**config.mk**
```make
export PLATFORM = sky130hd
export DESIGN_NAME = bcl_decoder_top
export DESIGN_NICKNAME = d
export VERILOG_FILES = /design/src/hw/bcl_pkg.sv /design/src/hw/bcl_stack_mem.sv /design/src/hw/bcl_decoder_top.sv
export VERILOG_INCLUDE_DIRS = /design/src /design/src/hw
export SDC_FILE = /design/constraint.sdc
export NUM_CORES = 2
export LEC_CHECK = 0
export BUFFER_PORTS_ARGS = -buffer_cell sky130_fd_sc_hd__buf_2
export CAP_MARGIN = 20
export CELL_PAD_IN_SITES_DETAIL_PLACEMENT = 0
export CELL_PAD_IN_SITES_GLOBAL_PLACEMENT = 1
export CORE_MARGIN = 5
export CORE_UTILIZATION = 30
export DETAILED_ROUTE_END_ITERATION = 8
export PLACE_DENSITY = 0.64
export SLEW_MARGIN = 20
export SYNTH_ARGS = -nofsm -noshare
export SYNTH_HDL_FRONTEND = slang
export SYNTH_SLANG_ARGS = --single-unit
```
**constraint.sdc**
```tcl
create_clock -name mclk_i -period 6.8 [get_ports mclk_i]
set_input_delay 0.68 -clock mclk_i [delete_from_list [all_inputs] [get_ports mclk_i]]
set_output_delay 0.68 -clock mclk_i [all_outputs]
set_load 0.01 [all_outputs]
```
**src/hw/bcl_defs.svh**
```systemverilog
// Register offsets, field positions, reset values and constants of the decoder.
// Assumes inclusion by bare name from files under hw/.
`ifndef BCL_DEFS_SVH
`define BCL_DEFS_SVH
// Register byte offsets
`define BCL_A_INSTR 8'h00
`define BCL_A_WORK 8'h04
`define BCL_A_STAT 8'h08
`define BCL_A_BANK 8'h0c
`define BCL_A_PC 8'h10
`define BCL_A_PTR0 8'h14
`define BCL_A_PTR1 8'h18
`define BCL_A_PTR2 8'h1c
`define BCL_A_TBL 8'h20
`define BCL_A_PROD 8'h24
`define BCL_A_DEC 8'h28
`define BCL_A_PORT 8'h2c
// Status field positions
`define BCL_F_C 0
`define BCL_F_DC 1
`define BCL_F_Z 2
`define BCL_F_OV 3
`define BCL_F_N 4
`define BCL_F_PD 5
`define BCL_F_TO 6
`define BCL_F_GIE 7
`define BCL_F_PEIE 8
// Reset values
`define BCL_STAT_RST 9'h060
`define BCL_WORK_RST 8'h00
`define BCL_PC_RST 20'h00000
`define BCL_PTR_RST 12'h000
`define BCL_TBL_RST 20'h00000
// Special file addresses
`define BCL_PORT_ADDR 12'hf80
`define BCL_TIMER_ZERO_ADDR 12'hfd0
// Word fields, limits and cycle counts
`define BCL_EXT_NIBBLE 4'hf
`define BCL_STK_WORDS 32
`define BCL_STK_FULL 5'h1f
`define BCL_CYC_ONE 2'h1
`define BCL_CYC_TWO 2'h2
// Bus responses
`define BCL_RESP_OKAY 2'h0
`define BCL_RESP_SLVERR 2'h2
`endif

```
**src/hw/bcl_pkg.sv**
```systemverilog
// Types of the instruction decoder: operation classes and sequencer states.
// Assumes nothing of its surroundings.
package bcl_pkg;
	typedef enum logic [5:0] {
		OP_NONE = 6'h00, OP_BIT_CLEAR = 6'h01, OP_BIT_SET = 6'h02,
		OP_BIT_TOGGLE = 6'h03, OP_TEST_CLEAR = 6'h04, OP_TEST_SET = 6'h05,
		OP_COND_BRANCH = 6'h06, OP_BRANCH_ALWAYS = 6'h07, OP_REL_CALL = 6'h08,
		OP_CALL = 6'h09, OP_ABS_JUMP = 6'h0a, OP_PTR_LOAD = 6'h0b,
		OP_STACK_DROP = 6'h0c, OP_STACK_SAVE = 6'h0d, OP_INT_RETURN = 6'h0e,
		OP_RETURN = 6'h0f, OP_RET_LITERAL = 6'h10, OP_STANDBY = 6'h11,
		OP_WDT_CLEAR = 6'h12, OP_DEC_ADJUST = 6'h13, OP_SOFT_RESET = 6'h14,
		OP_ADD_LIT = 6'h15, OP_SUB_LIT = 6'h16, OP_AND_LIT = 6'h17,
		OP_OR_LIT = 6'h18, OP_XOR_LIT = 6'h19, OP_MOVE_LIT = 6'h1a,
		OP_MUL_LIT = 6'h1b, OP_BANK_LOAD = 6'h1c, OP_TABLE_READ = 6'h1d,
		OP_TABLE_WRITE = 6'h1e, OP_EXT_WORD = 6'h1f, OP_OTHER = 6'h20
	} bcl_op_t;
	typedef enum logic [1:0] {
		ST_READY = 2'b00,
		ST_EXT = 2'b01,
		ST_BUSY = 2'b10
	} bcl_state_t;
endpackage : bcl_pkg

```
**src/hw/bcl_stack_mem.sv**
```systemverilog
// Return stack storage with one write port and a registered read port.
// Assumes the caller keeps its pointer inside the storage depth.
`timescale 1ns/1ps
`include "bcl_defs.svh"
module bcl_stack_mem (
	// Clock
	input wire logic mclk_i,
	// Write port
	input wire logic wr_en_i,
	input wire logic [4:0] wr_addr_i,
	input wire logic [19:0] wr_data_i,
	// Read port
	input wire logic [4:0] rd_addr_i,
	output logic [19:0] rd_data_o
);
	logic [19:0] mem [`BCL_STK_WORDS];

	always_ff @(posedge mclk_i) begin
		if (wr_en_i) begin
			mem[wr_addr_i] <= wr_data_i;
		end
	end

	always_ff @(posedge mclk_i) begin
		rd_data_o <= mem[rd_addr_i];
	end
endmodule : bcl_stack_mem

```
**src/hw/bcl_decoder_top.sv**
```systemverilog
// Instruction decoder and executor for bit, control, literal and table words.
// Assumes an AXI4-Lite master, a file register datapath and one clock.
// Behaviour
// - Bit ops: opcode, 3-bit bit number, bank bit, 8-bit address; one cycle.
// - Skip-if-set test 1010: one cycle, skip adds cycles, no flags.
// - Conditional branch 1110 0ccc with 8-bit offset; two cycles when taken.
// - Call 1110 110s plus 1111 word, s saves fast registers.
// - Absolute jump 1110 1111 plus 1111 word, two cycles.
// - Lone 1111 word executes as no operation.
// - Taken or relative branches, relative calls, returns and skipping cost one extra cycle; jump, call and soft reset do not.
// - Word 0006 drops stack top, one cycle, no flags.
// - Word 0005 pushes return address, one cycle, no flags.
// - Interrupt return: two cycles, sets both enables, s restores registers.
// - Literal return loads working register; plain return 001s; two cycles.
// - Standby word 0003 sets timeout flag and clears powerdown flag.
// - Add literal updates carry, digit carry, zero, overflow, negative.
// - Subtract working register from literal, all five flags updated.
// - Literal AND, OR, XOR update only zero and negative.
// - Move literal to working register, flags untouched.
// - Unsigned multiply literal by working register, flags untouched.
// - Load four literal bits into bank select register.
// - Two-word pointer load of a 12-bit literal.
// - Table read with none, post-inc, post-dec, pre-inc modes, two cycles.
// - Table write with the same four pointer modes, two cycles.
// - Port read-modify-write takes the pin levels as source.
// - Bit ops on timer zero clear its prescaler when assigned.
//
// Chosen here: the placing of the registers and the AXI4-Lite register port.
`timescale 1ns/1ps
`include "bcl_defs.svh"
module bcl_decoder_top import bcl_pkg::*; (
	// Clock and reset
	input wire logic mclk_i,
	input wire logic rst_n_i,
	// AXI4-Lite slave
	input wire logic [7:0] s_axi_awaddr_i,
	input wire logic s_axi_awvalid_i,
	output logic s_axi_awready_o,
	input wire logic [31:0] s_axi_wdata_i,
	input wire logic [3:0] s_axi_wstrb_i,
	input wire logic s_axi_wvalid_i,
	output logic s_axi_wready_o,
	output logic [1:0] s_axi_bresp_o,
	output logic s_axi_bvalid_o,
	input wire logic s_axi_bready_i,
	input wire logic [7:0] s_axi_araddr_i,
	input wire logic s_axi_arvalid_i,
	output logic s_axi_arready_o,
	output logic [31:0] s_axi_rdata_o,
	output logic [1:0] s_axi_rresp_o,
	output logic s_axi_rvalid_o,
	input wire logic s_axi_rready_i,
	// File register access
	output logic [11:0] file_raddr_o,
	input wire logic [7:0] file_rdata_i,
	output logic file_we_o,
	output logic [11:0] file_waddr_o,
	output logic [7:0] file_wdata_o,
	// Port and timer
	input wire logic [7:0] port_pins_i,
	output logic [7:0] port_latch_o,
	input wire logic prescaler_assigned_i,
	output logic prescaler_clear_o,
	// Core events
	output logic table_read_o,
	output logic table_write_o,
	output logic [19:0] table_addr_o,
	output logic watchdog_clear_o,
	output logic standby_o,
	output logic soft_reset_o
);
	bcl_state_t state;
	bcl_op_t raw_op, fop, eop, last_op;
	logic aw_held, w_held, do_write, exec, ext_done, skip_next, taken, extra, is_two;
	logic is_sub, ovf, tbit, skip_take, bit_mod, lo_adj, hi_adj;
	logic [7:0] aw_addr, work, shadow_w, addb, bmask, src, bres, logic_res, port_latch;
	logic [31:0] w_data, wv;
	logic [3:0] w_strb, bank, shadow_bank;
	logic [15:0] wd, instr, first_word, prod;
	logic [8:0] flags, sum9, daw9;
	logic [4:0] lo5, shadow_f, sp;
	logic [19:0] pc, tbl, stack_top, ret_addr;
	logic [11:0] fa;
	logic [11:0] ptr [3];
	logic [1:0] last_cyc;

	function automatic bcl_op_t decode(input logic [15:0] w);
		decode = OP_OTHER;
		case (w[15:12])
			4'h9: decode = OP_BIT_CLEAR;
			4'h8: decode = OP_BIT_SET;
			4'h7: decode = OP_BIT_TOGGLE;
			4'hb: decode = OP_TEST_CLEAR;
			4'ha: decode = OP_TEST_SET;
			4'hd: decode = w[11] ? OP_REL_CALL : OP_BRANCH_ALWAYS;
			4'hf: decode = OP_EXT_WORD;
			4'he: begin
				if (!w[11]) decode = OP_COND_BRANCH;
				else if (w[10:9] == 2'b10) decode = OP_CALL;
				else if (w[10:8] == 3'b111) decode = OP_ABS_JUMP;
				else if (w[10:6] == 5'b11000) decode = OP_PTR_LOAD;
			end
			4'h0: begin
				case (w[11:8])
					4'hf: decode = OP_ADD_LIT;
					4'h8: decode = OP_SUB_LIT;
					4'hb: decode = OP_AND_LIT;
					4'h9: decode = OP_OR_LIT;
					4'ha: decode = OP_XOR_LIT;
					4'he: decode = OP_MOVE_LIT;
					4'hd: decode = OP_MUL_LIT;
					4'hc: decode = OP_RET_LITERAL;
					4'h1: decode = (w[7:4] == 4'h0) ? OP_BANK_LOAD : OP_OTHER;
					4'h0: begin
						if (w[7:0] == 8'hff) decode = OP_SOFT_RESET;
						else if (w[7:1] == 7'h08) decode = OP_INT_RETURN;
						else if (w[7:1] == 7'h09) decode = OP_RETURN;
						else if (w[7:4] == 4'h0) begin
							case (w[3:0])
								4'h0: decode = OP_NONE;
								4'h3: decode = OP_STANDBY;
								4'h4: decode = OP_WDT_CLEAR;
								4'h5: decode = OP_STACK_SAVE;
								4'h6: decode = OP_STACK_DROP;
								4'h7: decode = OP_DEC_ADJUST;
								default: decode = w[3] ? (w[2] ? OP_TABLE_WRITE : OP_TABLE_READ)
									: OP_OTHER;
							endcase
						end
					end
					default: decode = OP_OTHER;
				endcase
			end
			default: decode = OP_OTHER;
		endcase
	endfunction : decode

	function automatic logic [31:0] rd_val(input logic [7:0] a);
		case (a)
			`BCL_A_INSTR: rd_val = {16'h0000, instr};
			`BCL_A_WORK: rd_val = {24'h000000, work};
			`BCL_A_STAT: rd_val = {23'h000000, flags};
			`BCL_A_BANK: rd_val = {28'h0000000, bank};
			`BCL_A_PC: rd_val = {12'h000, pc};
			`BCL_A_PTR0: rd_val = {20'h00000, ptr[0]};
			`BCL_A_PTR1: rd_val = {20'h00000, ptr[1]};
			`BCL_A_PTR2: rd_val = {20'h00000, ptr[2]};
			`BCL_A_TBL: rd_val = {12'h000, tbl};
			`BCL_A_PROD: rd_val = {16'h0000, prod};
			`BCL_A_DEC: rd_val = {19'h00000, last_cyc, sp, last_op};
			`BCL_A_PORT: rd_val = {16'h0000, port_pins_i, port_latch};
			default: rd_val = 32'h00000000;
		endcase
	endfunction : rd_val

	function automatic logic mapped(input logic [7:0] a);
		mapped = (a[1:0] == 2'h0) && (a <= `BCL_A_PORT);
	endfunction : mapped

	// Bus slave
	assign s_axi_awready_o = !aw_held;
	assign s_axi_wready_o = !w_held;
	assign s_axi_arready_o = !s_axi_rvalid_o;
	assign do_write = aw_held && w_held && !s_axi_bvalid_o && state != ST_BUSY;

	always_ff @(posedge mclk_i or negedge rst_n_i) begin
		if (!rst_n_i) begin
			aw_held <= 1'b0;
			w_held <= 1'b0;
			aw_addr <= 8'h00;
			w_data <= 32'h00000000;
			w_strb <= 4'h0;
		end else begin
			if (s_axi_awvalid_i && !aw_held) begin
				aw_held <= 1'b1;
				aw_addr <= s_axi_awaddr_i;
			end else if (do_write) begin
				aw_held <= 1'b0;
			end
			if (s_axi_wvalid_i && !w_held) begin
				w_held <= 1'b1;
				w_data <= s_axi_wdata_i;
				w_strb <= s_axi_wstrb_i;
			end else if (do_write) begin
				w_held <= 1'b0;
			end
		end
	end

	always_ff @(posedge mclk_i or negedge rst_n_i) begin
		if (!rst_n_i) begin
			s_axi_bvalid_o <= 1'b0;
			s_axi_bresp_o <= `BCL_RESP_OKAY;
			s_axi_rvalid_o <= 1'b0;
			s_axi_rresp_o <= `BCL_RESP_OKAY;
			s_axi_rdata_o <= 32'h00000000;
		end else begin
			if (do_write) begin
				s_axi_bvalid_o <= 1'b1;
				s_axi_bresp_o <= mapped(aw_addr) ? `BCL_RESP_OKAY : `BCL_RESP_SLVERR;
			end else if (s_axi_bready_i) begin
				s_axi_bvalid_o <= 1'b0;
			end
			if (s_axi_arvalid_i && !s_axi_rvalid_o) begin
				s_axi_rvalid_o <= 1'b1;
				s_axi_rdata_o <= rd_val(s_axi_araddr_i);
				s_axi_rresp_o <= mapped(s_axi_araddr_i) ? `BCL_RESP_OKAY : `BCL_RESP_SLVERR;
			end else if (s_axi_rready_i) begin
				s_axi_rvalid_o <= 1'b0;
			end
		end
	end

	always_comb begin
		wv = rd_val(aw_addr);
		for (int i = 0; i < 4; i++) begin
			if (w_strb[i]) begin
				wv[8*i +: 8] = w_data[8*i +: 8];
			end
		end
	end

	// Word classification
	assign exec = do_write && aw_addr == `BCL_A_INSTR;
	assign wd = wv[15:0];
	assign raw_op = decode(wd);
	assign fop = decode(first_word);
	assign ext_done = exec && state == ST_EXT && wd[15:12] == `BCL_EXT_NIBBLE;
	assign eop = (exec && !skip_next && !ext_done) ? raw_op : OP_NONE;
	assign is_two = eop == OP_CALL || eop == OP_ABS_JUMP || eop == OP_PTR_LOAD;

	always_comb begin
		case (wd[10:8])
			3'h0: taken = flags[`BCL_F_Z];
			3'h1: taken = !flags[`BCL_F_Z];
			3'h2: taken = flags[`BCL_F_C];
			3'h3: taken = !flags[`BCL_F_C];
			3'h4: taken = flags[`BCL_F_OV];
			3'h5: taken = !flags[`BCL_F_OV];
			3'h6: taken = flags[`BCL_F_N];
			default: taken = !flags[`BCL_F_N];
		endcase
		taken = taken && eop == OP_COND_BRANCH;
	end

	assign extra = taken || eop == OP_BRANCH_ALWAYS || eop == OP_REL_CALL
		|| eop == OP_INT_RETURN || eop == OP_RETURN || eop == OP_RET_LITERAL
		|| eop == OP_TABLE_READ || eop == OP_TABLE_WRITE;

	// Bit operand path
	assign fa = wd[8] ? {bank, wd[7:0]} : {wd[7] ? 4'hf : 4'h0, wd[7:0]};
	assign file_raddr_o = fa;
	assign src = (fa == `BCL_PORT_ADDR) ? port_pins_i : file_rdata_i;
	assign bmask = 8'h01 << wd[11:9];
	assign bres = (eop == OP_BIT_CLEAR) ? (src & ~bmask)
		: (eop == OP_BIT_SET) ? (src | bmask) : (src ^ bmask);
	assign bit_mod = eop == OP_BIT_CLEAR || eop == OP_BIT_SET || eop == OP_BIT_TOGGLE;
	assign tbit = |(src & bmask);
	assign skip_take = (eop == OP_TEST_CLEAR && !tbit) || (eop == OP_TEST_SET && tbit);

	// Literal arithmetic
	assign is_sub = eop == OP_SUB_LIT;
	assign addb = is_sub ? ~work : work;
	assign sum9 = {1'b0, wd[7:0]} + {1'b0, addb} + {8'h00, is_sub};
	assign lo5 = {1'b0, wd[3:0]} + {1'b0, addb[3:0]} + {4'h0, is_sub};
	assign ovf = (wd[7] == addb[7]) && (sum9[7] != wd[7]);
	assign logic_res = (eop == OP_AND_LIT) ? (work & wd[7:0])
		: (eop == OP_OR_LIT) ? (work | wd[7:0]) : (work ^ wd[7:0]);
	assign lo_adj = work[3:0] > 4'h9 || flags[`BCL_F_DC];
	assign hi_adj = flags[`BCL_F_C] || work[7:4] > 4'h9 || (work[7:4] == 4'h9 && lo_adj);
	assign daw9 = {1'b0, work} + {1'b0, hi_adj ? 4'h6 : 4'h0, lo_adj ? 4'h6 : 4'h0};
	assign ret_addr = pc + 20'h00001;

	// Sequencer
	always_ff @(posedge mclk_i or negedge rst_n_i) begin
		if (!rst_n_i) begin
			state <= ST_READY;
			first_word <= 16'h0000;
			instr <= 16'h0000;
			skip_next <= 1'b0;
			last_op <= OP_NONE;
			last_cyc <= `BCL_CYC_ONE;
		end else if (exec) begin
			instr <= wd;
			skip_next <= skip_take;
			last_op <= ext_done ? fop : eop;
			last_cyc <= extra ? `BCL_CYC_TWO : `BCL_CYC_ONE;
			if (is_two) begin
				state <= ST_EXT;
				first_word <= wd;
			end else if (extra) begin
				state <= ST_BUSY;
			end else begin
				state <= ST_READY;
			end
		end else if (state == ST_BUSY) begin
			state <= ST_READY;
		end
	end

	// Program counter
	always_ff @(posedge mclk_i or negedge rst_n_i) begin
		if (!rst_n_i) begin
			pc <= `BCL_PC_RST;
		end else if (do_write && aw_addr == `BCL_A_PC) begin
			pc <= wv[19:0];
		end else if (exec) begin
			if (eop == OP_SOFT_RESET) begin
				pc <= `BCL_PC_RST;
			end else if (taken) begin
				pc <= ret_addr + {{12{wd[7]}}, wd[7:0]};
			end else if (eop == OP_BRANCH_ALWAYS || eop == OP_REL_CALL) begin
				pc <= ret_addr + {{9{wd[10]}}, wd[10:0]};
			end else if (ext_done && (fop == OP_CALL || fop == OP_ABS_JUMP)) begin
				pc <= {first_word[7:0], wd[11:0]};
			end else if (eop == OP_INT_RETURN || eop == OP_RETURN || eop == OP_RET_LITERAL) begin
				pc <= (sp == 5'h00) ? `BCL_PC_RST : stack_top;
			end else begin
				pc <= ret_addr;
			end
		end
	end

	// Return stack
	logic push, pop;
	assign push = (eop == OP_STACK_SAVE || eop == OP_REL_CALL
		|| (ext_done && fop == OP_CALL)) && sp != `BCL_STK_FULL;
	assign pop = (eop == OP_STACK_DROP || eop == OP_INT_RETURN
		|| eop == OP_RETURN || eop == OP_RET_LITERAL) && sp != 5'h00;

	always_ff @(posedge mclk_i or negedge rst_n_i) begin
		if (!rst_n_i) begin
			sp <= 5'h00;
		end else if (eop == OP_SOFT_RESET) begin
			sp <= 5'h00;
		end else if (push) begin
			sp <= sp + 5'h01;
		end else if (pop) begin
			sp <= sp - 5'h01;
		end
	end

	bcl_stack_mem u_stack (
		.mclk_i(mclk_i),
		.wr_en_i(push),
		.wr_addr_i(sp),
		.wr_data_i(ret_addr),
		.rd_addr_i(5'(sp - 5'h01)),
		.rd_data_o(stack_top)
	);

	// Working register, product and fast save
	always_ff @(posedge mclk_i or negedge rst_n_i) begin
		if (!rst_n_i) begin
			work <= `BCL_WORK_RST;
			prod <= 16'h0000;
		end else if (do_write && aw_addr == `BCL_A_WORK) begin
			work <= wv[7:0];
		end else begin
			case (eop)
				OP_ADD_LIT, OP_SUB_LIT: work <= sum9[7:0];
				OP_AND_LIT, OP_OR_LIT, OP_XOR_LIT: work <= logic_res;
				OP_MOVE_LIT, OP_RET_LITERAL: work <= wd[7:0];
				OP_MUL_LIT: prod <= wd[7:0] * work;
				OP_DEC_ADJUST: work <= daw9[7:0];
				OP_INT_RETURN, OP_RETURN: work <= wd[0] ? shadow_w : work;
				default: work <= work;
			endcase
		end
	end

	always_ff @(posedge mclk_i or negedge rst_n_i) begin
		if (!rst_n_i) begin
			shadow_w <= 8'h00;
			shadow_f <= 5'h00;
			shadow_bank <= 4'h0;
		end else if (ext_done && fop == OP_CALL && first_word[8]) begin
			shadow_w <= work;
			shadow_f <= flags[4:0];
			shadow_bank <= bank;
		end
	end

	// Status flags
	always_ff @(posedge mclk_i or negedge rst_n_i) begin
		if (!rst_n_i) begin
			flags <= `BCL_STAT_RST;
		end else if (do_write && aw_addr == `BCL_A_STAT) begin
			flags <= wv[8:0];
		end else begin
			case (eop)
				OP_ADD_LIT, OP_SUB_LIT: begin
					flags[`BCL_F_C] <= sum9[8];
					flags[`BCL_F_DC] <= lo5[4];
					flags[`BCL_F_Z] <= sum9[7:0] == 8'h00;
					flags[`BCL_F_OV] <= ovf;
					flags[`BCL_F_N] <= sum9[7];
				end
				OP_AND_LIT, OP_OR_LIT, OP_XOR_LIT: begin
					flags[`BCL_F_Z] <= logic_res == 8'h00;
					flags[`BCL_F_N] <= logic_res[7];
				end
				OP_DEC_ADJUST: flags[`BCL_F_C] <= flags[`BCL_F_C] || daw9[8];
				OP_STANDBY: begin
					flags[`BCL_F_TO] <= 1'b1;
					flags[`BCL_F_PD] <= 1'b0;
				end
				OP_WDT_CLEAR: begin
					flags[`BCL_F_TO] <= 1'b1;
					flags[`BCL_F_PD] <= 1'b1;
				end
				OP_INT_RETURN: begin
					flags[`BCL_F_GIE] <= 1'b1;
					flags[`BCL_F_PEIE] <= 1'b1;
					if (wd[0]) flags[4:0] <= shadow_f;
				end
				OP_RETURN: if (wd[0]) flags[4:0] <= shadow_f;
				default: flags <= flags;
			endcase
		end
	end

	// Bank select, pointers and table pointer
	always_ff @(posedge mclk_i or negedge rst_n_i) begin
		if (!rst_n_i) begin
			bank <= 4'h0;
		end else if (do_write && aw_addr == `BCL_A_BANK) begin
			bank <= wv[3:0];
		end else if (eop == OP_BANK_LOAD) begin
			bank <= wd[3:0];
		end else if ((eop == OP_INT_RETURN || eop == OP_RETURN) && wd[0]) begin
			bank <= shadow_bank;
		end
	end

	for (genvar g = 0; g < 3; g++) begin : g_ptr
		always_ff @(posedge mclk_i or negedge rst_n_i) begin
			if (!rst_n_i) begin
				ptr[g] <= `BCL_PTR_RST;
			end else if (ext_done && fop == OP_PTR_LOAD && first_word[5:4] == 2'(g)) begin
				ptr[g] <= {first_word[3:0], wd[7:0]};
			end
		end
	end

	always_ff @(posedge mclk_i or negedge rst_n_i) begin
		if (!rst_n_i) begin
			tbl <= `BCL_TBL_RST;
		end else if (do_write && aw_addr == `BCL_A_TBL) begin
			tbl <= wv[19:0];
		end else if (eop == OP_TABLE_READ || eop == OP_TABLE_WRITE) begin
			case (wd[1:0])
				2'h1, 2'h3: tbl <= tbl + 20'h00001;
				2'h2: tbl <= tbl - 20'h00001;
				default: tbl <= tbl;
			endcase
		end
	end

	// Datapath strobes and port latch
	assign port_latch_o = port_latch;

	always_ff @(posedge mclk_i or negedge rst_n_i) begin
		if (!rst_n_i) begin
			port_latch <= 8'h00;
		end else if (do_write && aw_addr == `BCL_A_PORT) begin
			port_latch <= wv[7:0];
		end else if (bit_mod && fa == `BCL_PORT_ADDR) begin
			port_latch <= bres;
		end
	end

	always_ff @(posedge mclk_i or negedge rst_n_i) begin
		if (!rst_n_i) begin
			file_we_o <= 1'b0;
			file_waddr_o <= 12'h000;
			file_wdata_o <= 8'h00;
			prescaler_clear_o <= 1'b0;
			table_read_o <= 1'b0;
			table_write_o <= 1'b0;
			table_addr_o <= `BCL_TBL_RST;
			watchdog_clear_o <= 1'b0;
			standby_o <= 1'b0;
			soft_reset_o <= 1'b0;
		end else begin
			file_we_o <= bit_mod && fa != `BCL_PORT_ADDR;
			if (bit_mod) begin
				file_waddr_o <= fa;
				file_wdata_o <= bres;
			end
			prescaler_clear_o <= bit_mod && fa == `BCL_TIMER_ZERO_ADDR && prescaler_assigned_i;
			table_read_o <= eop == OP_TABLE_READ;
			table_write_o <= eop == OP_TABLE_WRITE;
			if (eop == OP_TABLE_READ || eop == OP_TABLE_WRITE) begin
				table_addr_o <= (wd[1:0] == 2'h3) ? tbl + 20'h00001 : tbl;
			end
			watchdog_clear_o <= eop == OP_WDT_CLEAR;
			standby_o <= eop == OP_STANDBY;
			soft_reset_o <= eop == OP_SOFT_RESET;
		end
	end
endmodule : bcl_decoder_top

```
==> impl_metrics.tcl <==
set metrics [dict create \
    dp_hpwl_um 120000 \
    critical_path_arrival_ns 7.05 \
    antenna_found_initial 7 \
    clockRootBuffer "clkbuf_16" \
    synth_fa_ha_area_share_pct 4.92 \
    slew_viol_final 0 \
    grt_max_degree 142 \
    yosys.area_share.simple_pct 9.31 \
    ys_seq_area_share_pct 56.1 \
    endpoint_kind "register" \
    first_global_vias 32900 \
    fillers 15400 \
    grt_util_all_layers_pct 19.9 \
    fmax_ghz 0.155 \
    r2r-end "prod[15]" \
    routed_wl_um 170000 \
    synth_top_area_share_pct 40.1 \
    rr_worst_depth 27 \
    rsz0062_at_grt "yes" \
    worstSkewPairLatency_ns 0.80 \
    synth_area_sq_mm 0.0480 \
    vias_per_cell 5.41 \
    clkTransAtPathRegs_ns 0.06 \
    fp.dieH_um 410 \
    drtIter0Drc 3433 \
    max_slew_margin_pct 20.6 \
    critPathMaxFanout 11 \
    htree_levels 3 \
    synthTopCellsByArea "edfxtp_1 (40%), dfrtp_1 (15%), mux4_2 (9.4%), ha_1 (3.3%), nand2_1 (2.9%)" \
    report.final.setup_viol 0 \
    regToRegStartpoint "aw_addr[1]" \
    ant_nets 0 \
    placed_area_sq_mm 0.0526 \
    dr.pass1.iters 6 \
    place.port_buffers 156 \
    min_from "s_axi_bready_i" \
    p_leak_uw 0.0207 \
    synth_top_area_cell "edfxtp_1" \
    ys_types 112 \
    rows 146 \
    top_level_ports 184 \
    synth-compound-area-share_pct 10.8 \
    maxCapViolations 0 \
    synth_top_family_by_area "multiplexers" \
    r2r_slack_ns 0.34 \
    synth_commonest_cells "edfxtp_1 (640), nand2_1 (367), dfrtp_1 (287)" \
    dieArea_sq_mm 0.168 \
    critPathLaunchType "register" \
    max_stage_delay_ns 0.55 \
    crit_type "register to register" \
    ys_warn_count 0 \
    stdcell_area_sq_mm 0.0565 \
    totalNegativeSetupSlack_ns 0 \
    synth.most_common_cell "edfxtp_1" \
    wl_per_cell_um 27.5 \
    fin_hold_ws_ns 0.115 \
    area_growth_syn_to_layout_pct 17.8 \
    die_x_um 410 \
    cts_tree "yes" \
    grt_pass1_wl_um 245000 \
    cts_num_sinks 950 \
    status "finished clean" \
    final_util_pct 35.6 \
    period_minus_slack_ns 6.46 \
    hold_violations 0 \
    fin_cells 6176 \
    synthFlopType "edfxtp_1" \
    avgSynthCellArea_sq_um 12.9 \
    critical-path-slowest-cell "or4_4" \
    ys_ff_latch 950 \
    drive_above_1_share_pct 24.8 \
    synth.area.mux_share_pct 13.0 \
    initial_core_util_pct 30.2 \
    holdPathStages 2 \
    clockBufferDepth 3 \
    syn_inst 3729 \
    core-area_sq_mm 0.159 \
    via_count 33400 \
    drc 0 \
    nets 4250 \
    post-place-cells 5966 \
    synth-edff-count 640 \
    cts_buffers 106 \
    hold_class "input port to register" \
    ir_drop_v 0.000236 \
    period_share_pct 95.1 \
    synth_xor_area_share_pct 2.32 \
    grt_overflow 0 \
    skew_ns 0.103 \
    whs_endpoint "s_axi_bvalid_o" \
    tightest_slew_ns 1.19 \
    gp_congestion 0.964 \
    async_reset_ff_share_pct 30.5 \
    crit_required_ns 7.39 \
    power.density_mw_per_mm2 372 \
]
routing by layer:
metal	global-route usage (%)	wire, um	vias up
li1	-	-	14700
met1	27.7	74700	17200
met2	31.1	77000	1301
met3	3.45	11800	235
met4	7.20	6500	2
met5	0	13	-
per-stage QoR:
step | power [uW] | setup WS, ns
5_1_grt | 21900 | 0.00221
6_report | 21000 | 0.336
3_5_place_dp | 14800 | 0.0140
3_3_place_gp | 14800 | -0.0301
2_1_floorplan | 11700 | 0.430
4_1_cts | 21000 | 0.0113
critical path: cells and delay by family (launching register included):
family / cells / cell delay [ns]
AND/OR/NAND/NOR: 3 / 0.77
flip-flops: 1 / 0.44
multiplexers: 1 / 0.25
AO/OA/AOI/OAI: 10 / 1.57
XOR/XNOR: 1 / 0.09
adder cells (fa/ha/maj): 5 / 2.28
buffers and inverters: 7 / 0.90
power by group:
group | leakage (uW) | internal [uW] | switching, uW | total [uW]
sequential | 0.00951 | 6910 | 480 | 7390
combinational | 0.00945 | 2640 | 4880 | 7530
clock | 0.00178 | 3540 | 2540 | 6080
total | 0.0207 | 13100 | 7900 | 21000
state kept, by name (all words and copies together), names as in the netlist, 16 cells and up:
name / count
tbl: 20
w_data: 20
u_stack.rd_data_o: 20
prod: 16
table_addr_o: 20
first_word: 16
s_axi_rdata_o: 20
instr: 16
u_stack.mem: 640
pc: 20
ptr: 36
worst max-delay path by stage:
stage	startpoint	endpoint	slack (ns)	cells after the start
floorplan	aw_addr[7]	prod[15]	0.43	32
global placement	aw_addr[2]	prod[15]	-0.03	27
detailed placement	aw_addr[6]	prod[15]	0.01	26
CTS	aw_addr[6]	prod[15]	0.01	29
global route	aw_addr[5]	prod[15]	0.002	31
finish	aw_addr[1]	prod[15]	0.34	27
cell type report:
| class | count | area [sq um] | area share, % |
|---|---|---|---|
| multi-input combinational | 2394 | 19800 | 35.1 |
| sequential | 950 | 26900 | 47.6 |
| timing repair buffer | 413 | 2920 | 5.16 |
| tap | 2072 | 2590 | 4.59 |
| clock inverter | 73 | 952 | 1.69 |
| clock buffer | 127 | 2760 | 4.89 |
| inverter | 144 | 546 | 0.965 |
| antenna | 3 | 7.51 | 0.0133 |
layout by cell type, fill, tap and decap left out, drive strengths merged, types with 39 or more instances in the layout:
cell type and n:
ha 126, nor3 49, mux2i 68, mux2 93
a21oi 163, buf 412, xor2 40, a22oi 74
nand2 369, clkbuf 127, mux4 201, nor2 228
fa 39, nand3 72, xnor2 87, dfrtp 287
inv 143, edfxtp 640, clkinv 50, o21ai 257
what timing repair did:
item                                    in CTS  in global routing
hold buffers                                 1                  0
setup buffers                                0                  5
pin swaps                                    0                  2
endpoints found under the setup margin       1                 76
gates resized for setup                      2                 27
hold endpoints to repair                    48                  0
logic make-up after synthesis:
group / count (synthesis)
xor gates and xnor gates: 127
DFF: 950
other: 1
AOI/OAI and AO/OA: 790
and+or+nand+nor: 936
buffers and inverters: 398
muxes: 362
adders and majority gates: 165
Note: power is estimated with default switching activity, not from simulation.
